`src/i2c_client_pkg.sv`:
```
// Shared constants and state type for the I2C client condition and acknowledge logic
package i2c_client_pkg;
  localparam logic LINE_IDLE_LEVEL = 1'b1;
  localparam logic [4:0] TEN_BIT_PREFIX = 5'b11110;
  localparam logic [3:0] BYTE_BITS = 4'd8;
  localparam logic [3:0] BIT_CNT_RESET = 4'd0;
  localparam logic [7:0] BYTE_RESET = 8'h00;
  localparam int MODE_TEN_BIT_POS = 0;
  localparam int MODE_COND_IRQ_POS = 1;
  localparam int OWN_A9_POS = 2;
  localparam int OWN_A8_POS = 1;
  localparam int SYNC_STAGES = 3;

  typedef enum logic [2:0] {
    ST_IDLE = 3'b000,
    ST_ADDR = 3'b001,
    ST_ADDR_ACK = 3'b011,
    ST_RX = 3'b010,
    ST_RX_ACK = 3'b110,
    ST_TX = 3'b111,
    ST_TX_ACK = 3'b101
  } client_state_t;
endpackage : i2c_client_pkg

```
`src/i2c_client_condition_ack_logic.sv`:
```
// I2C client: condition handling, address match and acknowledge generation
// Operation
// - Bus idle when free and both lines high
// - Flag collision when SDA low while expecting high
// - Start is SDA fall with SCL high
// - Collision if SDA already low before driving
// - Stop is SDA rise with SCL high
// - Stop needs one SCL low after Start
// - Restart resets client logic like Start
// - 10-bit read needs prior match then Restart
// - Prior-match flag set and cleared as specified
// - Start/stop enables add interrupts in plain modes
// - Ninth pulse is acknowledge, transmitter releases SDA
// - Store sampled acknowledge into ack status
// - Hold enabled: software chooses acknowledge level
// - Holds disabled: hardware acknowledges automatically
// - No acknowledge when buffer full or overflow
// - Ack-time bit set after eighth falling edge
// - Ack-time bit works only with hold enabled
// - Four modes: 7/10-bit, with/without condition interrupts
// - Condition modes interrupt on Start, Restart, Stop
// - Compare first byte after Start with own address
// - Match loads buffer and interrupts; mismatch silent
// - Read sends bytes; write prepares reception
// - 7-bit match ignores address LSB
// - 10-bit high byte is 11110 A9 A8 0
// - Bytes MSB first, direction bit one reads
`timescale 1ns/1ps
module i2c_client_condition_ack_logic (
  // Clock and reset
  input wire logic core_clk,
  input wire logic reset_n,
  // Bus pins
  input wire logic scl_pin,
  input wire logic sda_pin,
  output logic sda_out,
  output logic sda_oe,
  // Configuration
  input wire logic [1:0] port_mode_select,
  input wire logic [7:0] own_address_reg,
  input wire logic [7:0] own_address_low,
  input wire logic start_irq_enable,
  input wire logic stop_irq_enable,
  input wire logic address_hold_enable,
  input wire logic data_hold_enable,
  input wire logic ack_value_select,
  // Software buffer state and transmit data
  input wire logic buffer_full_flag,
  input wire logic receive_overflow_flag,
  input wire logic [7:0] tx_data,
  // Status and events
  output logic bus_active,
  output logic start_seen,
  output logic stop_seen,
  output logic bus_collision,
  output logic serial_port_irq_flag,
  output logic ack_status,
  output logic ack_time_status,
  output logic prior_match,
  output logic read_request,
  output logic [7:0] receive_buffer,
  output logic rx_valid,
  output logic tx_taken
);
  import i2c_client_pkg::*;

  logic scl_s, sda_s;
  logic start_det, stop_det, scl_rise, scl_fall;

  client_state_t state_q, state_d;
  logic [3:0] bit_cnt_q, bit_cnt_d;
  logic [7:0] shift_q, shift_d;
  logic ten_low_q, ten_low_d;
  logic prior_q, prior_d;
  logic read_q, read_d;
  logic sda_oe_q, sda_oe_d;
  logic ack_status_q, ack_status_d;
  logic ack_time_q, ack_time_d;
  logic [7:0] rx_buf_q, rx_buf_d;
  logic rx_valid_q, rx_valid_d;
  logic irq_q, irq_d;
  logic coll_q, coll_d;
  logic tx_taken_q, tx_taken_d;
  logic start_q, stop_q;

  logic ten_bit, cond_irq, hold_en, overflow, last_fall;
  logic [7:0] byte_in;
  logic hi_match, addr_match, ack_low;

  line_sync u_scl_sync (
    .core_clk(core_clk),
    .reset_n(reset_n),
    .pin(scl_pin),
    .level(scl_s)
  );

  line_sync u_sda_sync (
    .core_clk(core_clk),
    .reset_n(reset_n),
    .pin(sda_pin),
    .level(sda_s)
  );

  bus_condition_detect u_cond (
    .core_clk(core_clk),
    .reset_n(reset_n),
    .scl_s(scl_s),
    .sda_s(sda_s),
    .start_det(start_det),
    .stop_det(stop_det),
    .scl_rise(scl_rise),
    .scl_fall(scl_fall),
    .bus_active(bus_active)
  );

  // Address decode on the byte just shifted in
  always_comb begin
    ten_bit = port_mode_select[MODE_TEN_BIT_POS];
    cond_irq = port_mode_select[MODE_COND_IRQ_POS];
    hold_en = address_hold_enable || data_hold_enable;
    overflow = buffer_full_flag || receive_overflow_flag;
    last_fall = scl_fall && (bit_cnt_q == BYTE_BITS);
    byte_in = shift_q;
    hi_match = byte_in[7:1] == {TEN_BIT_PREFIX, own_address_reg[OWN_A9_POS], own_address_reg[OWN_A8_POS]};
    if (!ten_bit) begin
      addr_match = byte_in[7:1] == own_address_reg[7:1];
    end else if (ten_low_q) begin
      addr_match = byte_in == own_address_low;
    end else begin
      // A read high byte only matches after a full write match
      addr_match = hi_match && (!byte_in[0] || prior_q);
    end
    // Software picks the level when holding, else hardware acks
    ack_low = !overflow && (hold_en ? !ack_value_select : 1'b1);
  end

  always_comb begin
    state_d = state_q;
    bit_cnt_d = bit_cnt_q;
    shift_d = shift_q;
    ten_low_d = ten_low_q;
    prior_d = prior_q;
    read_d = read_q;
    sda_oe_d = sda_oe_q;
    ack_status_d = ack_status_q;
    ack_time_d = ack_time_q;
    rx_buf_d = rx_buf_q;
    rx_valid_d = 1'b0;
    irq_d = 1'b0;
    coll_d = 1'b0;
    tx_taken_d = 1'b0;
    if (start_det) begin
      // Start and Restart alike reset state, bit count, ten-bit phase, SDA drive and ack time; prior match is kept
      state_d = ST_ADDR;
      bit_cnt_d = BIT_CNT_RESET;
      ten_low_d = 1'b0;
      sda_oe_d = 1'b0;
      ack_time_d = 1'b0;
      irq_d = cond_irq || start_irq_enable;
    end else if (stop_det) begin
      state_d = ST_IDLE;
      prior_d = 1'b0;
      sda_oe_d = 1'b0;
      ack_time_d = 1'b0;
      irq_d = cond_irq || stop_irq_enable;
    end else begin
      case (state_q)
        ST_ADDR, ST_RX: begin
          if (scl_rise) begin
            shift_d = {shift_q[6:0], sda_s};
            bit_cnt_d = bit_cnt_q + 4'd1;
          end else if (last_fall && state_q == ST_RX) begin
            rx_buf_d = byte_in;
            rx_valid_d = 1'b1;
            irq_d = 1'b1;
            sda_oe_d = ack_low;
            ack_time_d = hold_en;
            state_d = ST_RX_ACK;
          end else if (last_fall) begin
            if (ten_bit && !ten_low_q && (!hi_match || !byte_in[0])) begin
              prior_d = 1'b0;
            end
            if (!addr_match) begin
              state_d = ST_IDLE;
            end else begin
              if (ten_bit && ten_low_q) begin
                prior_d = 1'b1;
              end
              rx_buf_d = byte_in;
              rx_valid_d = 1'b1;
              irq_d = 1'b1;
              read_d = byte_in[0] && !(ten_bit && ten_low_q);
              sda_oe_d = ack_low;
              ack_time_d = hold_en;
              state_d = ST_ADDR_ACK;
            end
          end
        end
        ST_ADDR_ACK, ST_RX_ACK: begin
          if (scl_rise) begin
            ack_status_d = sda_s;
          end else if (scl_fall) begin
            sda_oe_d = 1'b0;
            ack_time_d = 1'b0;
            bit_cnt_d = BIT_CNT_RESET;
            if (!sda_oe_q) begin
              state_d = ST_IDLE;
            end else if (state_q == ST_ADDR_ACK && ten_bit && !ten_low_q && !read_q) begin
              ten_low_d = 1'b1;
              state_d = ST_ADDR;
            end else if (state_q == ST_ADDR_ACK && read_q) begin
              // First outgoing bit goes out on the acknowledge fall
              shift_d = {tx_data[6:0], 1'b0};
              sda_oe_d = !tx_data[7];
              tx_taken_d = 1'b1;
              state_d = ST_TX;
            end else begin
              ten_low_d = 1'b0;
              state_d = ST_RX;
            end
          end
        end
        ST_TX: begin
          if (scl_rise) begin
            bit_cnt_d = bit_cnt_q + 4'd1;
            if (!sda_oe_q && !sda_s) begin
              // Line low before we pulled it: another driver owns it
              coll_d = 1'b1;
              state_d = ST_IDLE;
            end
          end else if (last_fall) begin
            sda_oe_d = 1'b0;
            state_d = ST_TX_ACK;
          end else if (scl_fall) begin
            sda_oe_d = !shift_q[7];
            shift_d = {shift_q[6:0], 1'b0};
          end
        end
        ST_TX_ACK: begin
          if (scl_rise) begin
            ack_status_d = sda_s;
          end else if (scl_fall) begin
            irq_d = 1'b1;
            bit_cnt_d = BIT_CNT_RESET;
            if (ack_status_q) begin
              state_d = ST_IDLE;
            end else begin
              shift_d = {tx_data[6:0], 1'b0};
              sda_oe_d = !tx_data[7];
              tx_taken_d = 1'b1;
              state_d = ST_TX;
            end
          end
        end
        default: begin
          state_d = ST_IDLE;
          sda_oe_d = 1'b0;
        end
      endcase
    end
  end

  always_ff @(posedge core_clk) begin
    if (!reset_n) begin
      state_q <= ST_IDLE;
      bit_cnt_q <= BIT_CNT_RESET;
      shift_q <= BYTE_RESET;
      ten_low_q <= 1'b0;
      prior_q <= 1'b0;
      read_q <= 1'b0;
      sda_oe_q <= 1'b0;
      ack_status_q <= 1'b0;
      ack_time_q <= 1'b0;
      rx_buf_q <= BYTE_RESET;
      rx_valid_q <= 1'b0;
      irq_q <= 1'b0;
      coll_q <= 1'b0;
      tx_taken_q <= 1'b0;
      start_q <= 1'b0;
      stop_q <= 1'b0;
    end else begin
      state_q <= state_d;
      bit_cnt_q <= bit_cnt_d;
      shift_q <= shift_d;
      ten_low_q <= ten_low_d;
      prior_q <= prior_d;
      read_q <= read_d;
      sda_oe_q <= sda_oe_d;
      ack_status_q <= ack_status_d;
      ack_time_q <= ack_time_d;
      rx_buf_q <= rx_buf_d;
      rx_valid_q <= rx_valid_d;
      irq_q <= irq_d;
      coll_q <= coll_d;
      tx_taken_q <= tx_taken_d;
      start_q <= start_det;
      stop_q <= stop_det;
    end
  end

  // Open drain: the pad only ever pulls low
  assign sda_out = 1'b0;
  assign sda_oe = sda_oe_q;
  assign start_seen = start_q;
  assign stop_seen = stop_q;
  assign bus_collision = coll_q;
  assign serial_port_irq_flag = irq_q;
  assign ack_status = ack_status_q;
  assign ack_time_status = ack_time_q;
  assign prior_match = prior_q;
  assign read_request = read_q;
  assign receive_buffer = rx_buf_q;
  assign rx_valid = rx_valid_q;
  assign tx_taken = tx_taken_q;
endmodule : i2c_client_condition_ack_logic

```
`src/line_sync.sv`:
```
// Three-stage pin synchroniser with agreement filter
`timescale 1ns/1ps
module line_sync (
  // Clock and reset
  input wire logic core_clk,
  input wire logic reset_n,
  // Pin and filtered level
  input wire logic pin,
  output logic level
);
  import i2c_client_pkg::*;

  logic meta_q, meta_d;
  logic mid_q, mid_d;
  logic last_q, last_d;
  logic level_q, level_d;

  always_comb begin
    meta_d = pin;
    mid_d = meta_q;
    last_d = mid_q;
    // A change counts only once the two settled stages agree
    level_d = (mid_q == last_q) ? last_q : level_q;
  end

  always_ff @(posedge core_clk) begin
    if (!reset_n) begin
      meta_q <= LINE_IDLE_LEVEL;
      mid_q <= LINE_IDLE_LEVEL;
      last_q <= LINE_IDLE_LEVEL;
      level_q <= LINE_IDLE_LEVEL;
    end else begin
      meta_q <= meta_d;
      mid_q <= mid_d;
      last_q <= last_d;
      level_q <= level_d;
    end
  end

  assign level = level_q;
endmodule : line_sync

```
`src/bus_condition_detect.sv`:
```
// Start, Stop and clock-edge detection with bus Idle/Active tracking
`timescale 1ns/1ps
module bus_condition_detect (
  // Clock and reset
  input wire logic core_clk,
  input wire logic reset_n,
  // Synchronised lines
  input wire logic scl_s,
  input wire logic sda_s,
  // Events and state
  output logic start_det,
  output logic stop_det,
  output logic scl_rise,
  output logic scl_fall,
  output logic bus_active
);
  import i2c_client_pkg::*;

  logic scl_prev_q, scl_prev_d;
  logic sda_prev_q, sda_prev_d;
  logic low_seen_q, low_seen_d;
  logic active_q, active_d;

  always_comb begin
    scl_prev_d = scl_s;
    sda_prev_d = sda_s;
    start_det = scl_s && scl_prev_q && sda_prev_q && !sda_s;
    stop_det = scl_s && scl_prev_q && !sda_prev_q && sda_s && low_seen_q;
    scl_rise = scl_s && !scl_prev_q;
    scl_fall = !scl_s && scl_prev_q;
    low_seen_d = low_seen_q;
    active_d = active_q;
    if (start_det) begin
      // A glitch low and high on SDA with SCL high yields only a Start
      low_seen_d = 1'b0;
      active_d = 1'b1;
    end else if (stop_det) begin
      low_seen_d = 1'b0;
      active_d = 1'b0;
    end else if (!scl_s) begin
      low_seen_d = 1'b1;
    end
  end

  always_ff @(posedge core_clk) begin
    if (!reset_n) begin
      scl_prev_q <= LINE_IDLE_LEVEL;
      sda_prev_q <= LINE_IDLE_LEVEL;
      low_seen_q <= 1'b0;
      active_q <= 1'b0;
    end else begin
      scl_prev_q <= scl_prev_d;
      sda_prev_q <= sda_prev_d;
      low_seen_q <= low_seen_d;
      active_q <= active_d;
    end
  end

  // Idle needs no host in control and both lines high
  assign bus_active = active_q || !scl_s || !sda_s;
endmodule : bus_condition_detect

```
`config.mk`:
```
export PLATFORM = sky130hd
export DESIGN_NAME = i2c_client_condition_ack_logic
export DESIGN_NICKNAME = d
export VERILOG_FILES = /design/src/i2c_client_pkg.sv /design/src/i2c_client_condition_ack_logic.sv /design/src/line_sync.sv /design/src/bus_condition_detect.sv
export SDC_FILE = /design/constraint.sdc
export NUM_CORES = 1
export LEC_CHECK = 0
export BUFFER_PORTS_ARGS = -buffer_cell sky130_fd_sc_hd__buf_2
export CORE_MARGIN = 2
export CORE_UTILIZATION = 24
export CTS_CLUSTER_SIZE = 30
export DETAILED_ROUTE_END_ITERATION = 10
export PLACE_DENSITY_LB_ADDON = 0.3
export SKIP_CTS_REPAIR_TIMING = 1
export SLEW_MARGIN = 20
export SYNTH_ARGS = -nofsm -noshare
export SYNTH_HDL_FRONTEND = slang
export SYNTH_SLANG_ARGS = --single-unit
```
`constraint.sdc`:
```
create_clock -name core_clk -period 2.15 [get_ports core_clk]
set_input_delay 0 -clock core_clk [delete_from_list [all_inputs] [get_ports core_clk]]
set_output_delay 0 -clock core_clk [all_outputs]
set_load 0.01 [all_outputs]
```
== Word level (Yosys, flattened, before mapping) ==
Cells that the tools add are included.

* Reduce and logical (&&, ||, !) cells: 70
* Eq/ne operators: 44
* Multiplexer cells: 95
* Bitwise operators: 7
* $add $sub $neg: 1

{| class="wikitable"
|+ Operators with widths
! operator !! count
|-
| 2-to-1 mux 8 bit || 15
|-
| 2-to-1 mux 1 bit || 55
|-
| 2-to-1 mux 3 bit || 14
|-
| inequality test 2 bit (second input constant) || 17
|-
| case mux 8 bit (4 select lines) || 1
|-
| logical AND 1 bit || 21
|-
| inequality test 4 bit (second input constant) || 5
|-
| AND reduction 6 bit || 3
|-
| AND reduction 8 bit || 2
|-
| inequality test 3 bit (second input constant) || 5
|-
| inequality test 5 bit (second input constant) || 3
|-
| AND reduction 15 bit || 1
|-
| == test 7 bit || 2
|-
| logical NOT 1 bit || 14
|-
| nonzero test 2 bit || 7
|-
| 2-to-1 mux 4 bit || 3
|-
| case mux 3 bit (4 select lines) || 1
|-
| AND reduction 10 bit || 1
|-
| AND reduction 5 bit || 2
|-
| == test 3 bit (second input constant) || 3
|-
| OR reduction 3 bit || 3
|-
| == test 8 bit || 1
|-
| logical OR 1 bit || 8
|-
| case mux 4 bit (2 select lines) || 1
|-
| other kinds (16) || 29
|}

* Register bits: 47
* Output and inout port bits: 21

== Logic depth before layout (Yosys ltp) ==
* Depth after elaboration: 12
* Gate-level depth with buffers: 8
* Gate-level depth less buffers: 8

== Cells and area by module ==
From an unflattened synthesis, not the netlist that was laid out.

* Cell total of the unflattened synthesis: 337
* Area total of the unflattened synthesis: 2740.1 µm²

{| class="wikitable"
|+ Modules (own cells, without submodules)
! module !! area each (µm²) !! times used !! cells each !! seq. area each (µm²)
|-
| i2c_client_condition_ack_logic || 2337.2 || 1 || 296 || 700.7
|-
| line_sync || 112.6 || 2 || 10 || 80.1
|-
| bus_condition_detect || 177.7 || 1 || 21 || 80.1
|}

== Worst setup path after synthesis ==
OpenSTA, ideal clock, no wires.

* Path type: register to register
* From: register u_scl_sync.level_q, in the netlist u_scl_sync.level
* To: register ack_time_q, in the netlist ack_time_status
* Clock period less this slack: 1802 ps
* Required time: 2029 ps
* Setup slack: 348 ps
* Library setup time: 121 ps
* Stages on the path, launching flop included: 8
* Arrival: 1681 ps
* Path through: dfxtp_1 -> buf_6 -> nand2b_4 -> or3_4 -> o21ai_2 -> a31oi_1 -> a211o_1 -> mux2_4

* Word-level cells in the longest chain between the ends: 7
* Elaborated cells on any way between the ends: 21
* Classes of those cells: 5 x eq/ne; 3 x mux; 13 x reduce/logical

{| class="wikitable"
|+ RTL lines
! element !! line !! text
|-
| start: declaration || line_sync.sv:16 || <nowiki>logic level_q, level_d;</nowiki>
|-
| start signal: assignment || line_sync.sv:36 || <nowiki>level_q <= level_d;</nowiki>
|-
| logical NOT 1 bit || bus_condition_detect.sv:30 || <nowiki>scl_fall = !scl_s && scl_prev_q;</nowiki>
|-
| logical AND 1 bit || bus_condition_detect.sv:30 ||
|-
| logical AND 1 bit || i2c_client_condition_ack_logic.sv:122 || <nowiki>last_fall = scl_fall && (bit_cnt_q == BYTE_BITS);</nowiki>
|-
| logical AND 1 bit || i2c_client_condition_ack_logic.sv:172 || <nowiki>end else if (last_fall && state_q == ST_RX) begin</nowiki>
|-
| 2-to-1 mux 1 bit || i2c_client_condition_ack_logic.sv:172 ||
|-
| 2-to-1 mux 1 bit || i2c_client_condition_ack_logic.sv:169 || <nowiki>if (scl_rise) begin</nowiki>
|-
| case mux 1 bit (2 select lines) || i2c_client_condition_ack_logic.sv:167 || <nowiki>case (state_q)</nowiki>
|-
| end signal: assignment || i2c_client_condition_ack_logic.sv:290 || <nowiki>ack_time_q <= ack_time_d;</nowiki>
|-
| end: declaration || i2c_client_condition_ack_logic.sv:78 || <nowiki>logic ack_time_q, ack_time_d;</nowiki>
|}

Parallel ways exist; a longest one is shown, timed or not. The select of a mux whose other input is x is not followed.
A chain may end at the register's enable or synchronous reset.

== Final worst setup path ==
* From: register state_q[0]
* To: register ack_time_q, in the netlist ack_time_status

* Word-level cells in the longest chain between the ends: 5
* Elaborated cells on any way between the ends: 17
* Classes of those cells: 9 x eq/ne; 3 x mux; 5 x reduce/logical

{| class="wikitable"
|+ RTL lines
! element !! line !! text
|-
| start: declaration || i2c_client_condition_ack_logic.sv:70 || <nowiki>client_state_t state_q, state_d;</nowiki>
|-
| start signal: assignment || i2c_client_condition_ack_logic.sv:282 || <nowiki>state_q <= state_d;</nowiki>
|-
| == test 3 x 2 -> 1 bit || i2c_client_condition_ack_logic.sv:167, i2c_client_condition_ack_logic.sv:172 ||
|-
| logical AND 1 bit || i2c_client_condition_ack_logic.sv:172 ||
|-
| 2-to-1 mux 1 bit || i2c_client_condition_ack_logic.sv:172 ||
|-
| 2-to-1 mux 1 bit || i2c_client_condition_ack_logic.sv:169 ||
|-
| case mux 1 bit (2 select lines) || i2c_client_condition_ack_logic.sv:167 ||
|}

Parallel ways exist; a longest one is shown, timed or not. The select of a mux whose other input is x is not followed.

==> summary.txt <==
Routing
  – Post-Route WL: 7110 microns
  – Via density per instance: between 4 and 5
  – Initial drt markers: ~150
  – First-pass iteration count of the detailed router: 5
  – DRC violations left: 0
  – Via Count: 2426
  – WL/cell: approximately 14 microns
  – Detail Route Antenna Nets: 0

Timing
  – Clock Skews: approximately 0.0073 ns
  – Slew Limit Fails: 0
  – Hold slack: approximately 0.044 ns
  – Hold Fails Final Rpt: 0
  – Fin crit period: ~2.0 ns
  – PnR worst setup slack: roughly 0.12 ns
  – Final Cycle Share: around 95%
  – Maximum clock rate: 492 MHz
  – Setup TNS: 0 ns
  – RSZ-0062 raised after global routing: false
  – Setup-failing EPs final: 0

CTS
  – Clock transition at path regs: 0.09 ns
  – Clk sinks: 47
  – Root Buffer: clkbuf_8
  – Worst-Skew Late Latency: about 0.3 ns
  – H-tree Lvls: 2
  – TritonCTS Buffers: 5
  – Clock buffer depth: 2
  – CTS tree: done

Cells and area
  – # diodes: 0
  – Nets: 417
  – Layout cells sized above 1: a little over a quarter
  – P&R area growth vs syn: 24.7%
  – Reg area: 941 sq um
  – Design area: 3260 sq um
  – FILL cells: approximately 1200
  – Multi-input gate area: between 1500 and 2000 sq um

Logic synthesis
  – Post-synthesis cell area: about 2600 sq um
  – Area leader, netlist: dfxtp_1
  – Post-Syn Instances: 310
  – Yosys warning count: 0
  – Synth top area share: about 36%
  – Mapped Avg Cell Area: between 8 and 9 sq um
  – Yosys reg bits: 47
  – Number of synthesized flops with an enable pin: 0
  – Synth area leaders: dfxtp_1, mux2i_1, nand2_1
  – Synth Flop Type: dfxtp_1
  – Synth cell types: ~50
  – Synth async-reset ratio: 0%
  – Syn nets: around 350
  – Register area share after synthesis: 36.0%

Floorplanning
  – Die H: 108 microns
  – Top Ports: 58
  – Chip width: 108 microns
  – Core Box Area: 10700 sq um
  – Num rows: 38
  – Die ar.: 11700 sq um
  – Initial Util: roughly 24%

Setup path
  – Crit-path max cell delay: roughly 0.6 ns
  – WP data required: about 2.3 ns
  – CP max FO: 11
  – Worst Setup Start Kind: register
  – CP Capture Type: register
  – Crit path max-delay family: compound AO/OA/AOI/OAI gates
  – Slowest CP cell: dfxtp_1
  – Setup Crit Path Kind: reg2reg
  – Cell chain of the critical path: xnor2_1, nor2_1, o21ai_2, a31oi_1, a211o_1, mux2_4
  – CP arrival: between 2 and 2.5 ns
  – Buf/Inv on CP: 0

Global routing
  – Vias in the first global route: around 2300
  – GRT Residual Overflow: 0
  – Gr usage total: about 12%
  – Largest net degree at the start of global routing: 20
  – First-pass GRT wire length: between 10000 and 15000 microns
  – Initial antenna violation count: 0

Placement
  – Post-DP HPWL: 5510 microns
  – Port Buffers: 55
  – Gpl congestion: between 0.9 and 1
  – Setup slack after placement: approximately 0.18 ns
  – Area after DPL: 3150 sq um

Pwr
  – Lkg Pwr: around 1.4 nW
  – Maximum vdd ir drop: 0.223 mV
  – Power density over the cells: 461 nW/um^2

Status
  – Outcome: finished clean

Worst hold path
  – Worst min path class: in2reg

Job
  – Max-Cap Viols: 0
-- metrics by stage --
stage	std cells	power (mW)	utilization, %
after floorplan	310	0.945	-
after global placement	509	0.996	29.3
after detailed placement	509	0.996	29.3
after CTS	517	1.53	30.1
after global routing	519	1.58	30.3
final	519	1.50	30.3
-- layer usage --
metal	routed length (microns)	part of all wire (%)	vias to the layer above	GRT usage [%]
li1	-	-	1224	-
met4	42	0.59	0	2.84
met5	0	0	-	0
met3	353	5.0	2	2.71
met2	3350	47	63	19.4
met1	3360	47	1137	16.4
-- cells in the final DEF (no fill, tap or decap), types with 4 or more instances in the layout --
cell	synthesis	routed
clkbuf_8	0	5
mux2i_1	21	21
a31oi_1	5	5
buf_4	3	21
xnor2_1	11	11
nand4_1	4	4
nor2b_1	8	8
nand2b_1	15	15
dfxtp_1	47	47
nand3b_1	5	5
inv_1	9	9
o21ai_0	15	15
nand2_1	37	37
a21oi_1	18	18
xor2_1	5	5
nand3_1	7	7
o211ai_1	5	5
buf_2	6	55
nor2_1	23	23
nor3_1	8	8
mux2_2	8	8
o31ai_1	5	5
-- Yosys cell counts, types with 6 or more instances --
| library cell | n |
|---|---|
| nor2b_1 | 8 |
| nand3_1 | 7 |
| xnor2_1 | 11 |
| nand2b_1 | 15 |
| nor2_1 | 23 |
| mux2i_1 | 21 |
| buf_2 | 6 |
| clkbuf_1 | 8 |
| dfxtp_1 | 47 |
| a21oi_1 | 18 |
| nor3_1 | 8 |
| inv_1 | 9 |
| o21ai_0 | 15 |
| nand2_1 | 37 |
| mux2_2 | 8 |
-- worst paths after layout --
kind / cells past startpoint / end / slack [ns] / from
setup reg to reg: 6 / ack_time_status$_SDFFE_PP0P_ / 0.12 / state_q[0]$_SDFFE_PN0P_
hold reg to reg: 1 / u_sda_sync.last_d$_SDFF_PN1_ / 0.42 / u_sda_sync.meta_q$_SDFF_PN1_
setup / recovery: 6 / ack_time_status$_SDFFE_PP0P_ / 0.12 / state_q[0]$_SDFFE_PN0P_
hold / removal: 3 / serial_port_irq_flag$_SDFF_PN0_ / 0.04 / start_irq_enable
-- worst min-delay path: stages --
cell and delay [ns]:
buf_2 0.08, o31ai_1 0.06, a41oi_1 0.16
-- area by class of cell --
type / instances / area share, %
multi-input combinational: 236 / 47.6
sequential: 47 / 28.9
timing repair buffer: 79 / 14.5
tap: 140 / 5.38
clock buffer: 6 / 2.23
inverter: 9 / 1.04
clock inverter: 2 / 0.384
-- cells by family (layout without fill, tap and decap cells) --
group	count (synthesis)	count (layout)	share of synthesized area (%)
other cells	1	1	0.144
buf+inv	27	96	4.88
compound gates	69	69	17.6
xor+xnor	16	16	5.36
fa+ha+maj	2	2	0.958
flops	47	47	36.0
mux	30	30	12.1
simple gates	118	118	22.9
-- power breakdown --
group | total [mW] | switching [mW] | internal (mW)
Clock | 0.525 | 0.297 | 0.228
Sequential | 0.877 | 0.00254 | 0.875
Combinational | 0.100 | 0.0521 | 0.0481
Total | 1.50 | 0.352 | 1.15
-- sequential cells by signal, summed over array words and instances (netlist names), 3 cells and up --
name / flops
bit_cnt_q: 4
state_q: 3
byte_in: 8
receive_buffer: 8
No activity file was read; power rests on OpenSTA's default activity.
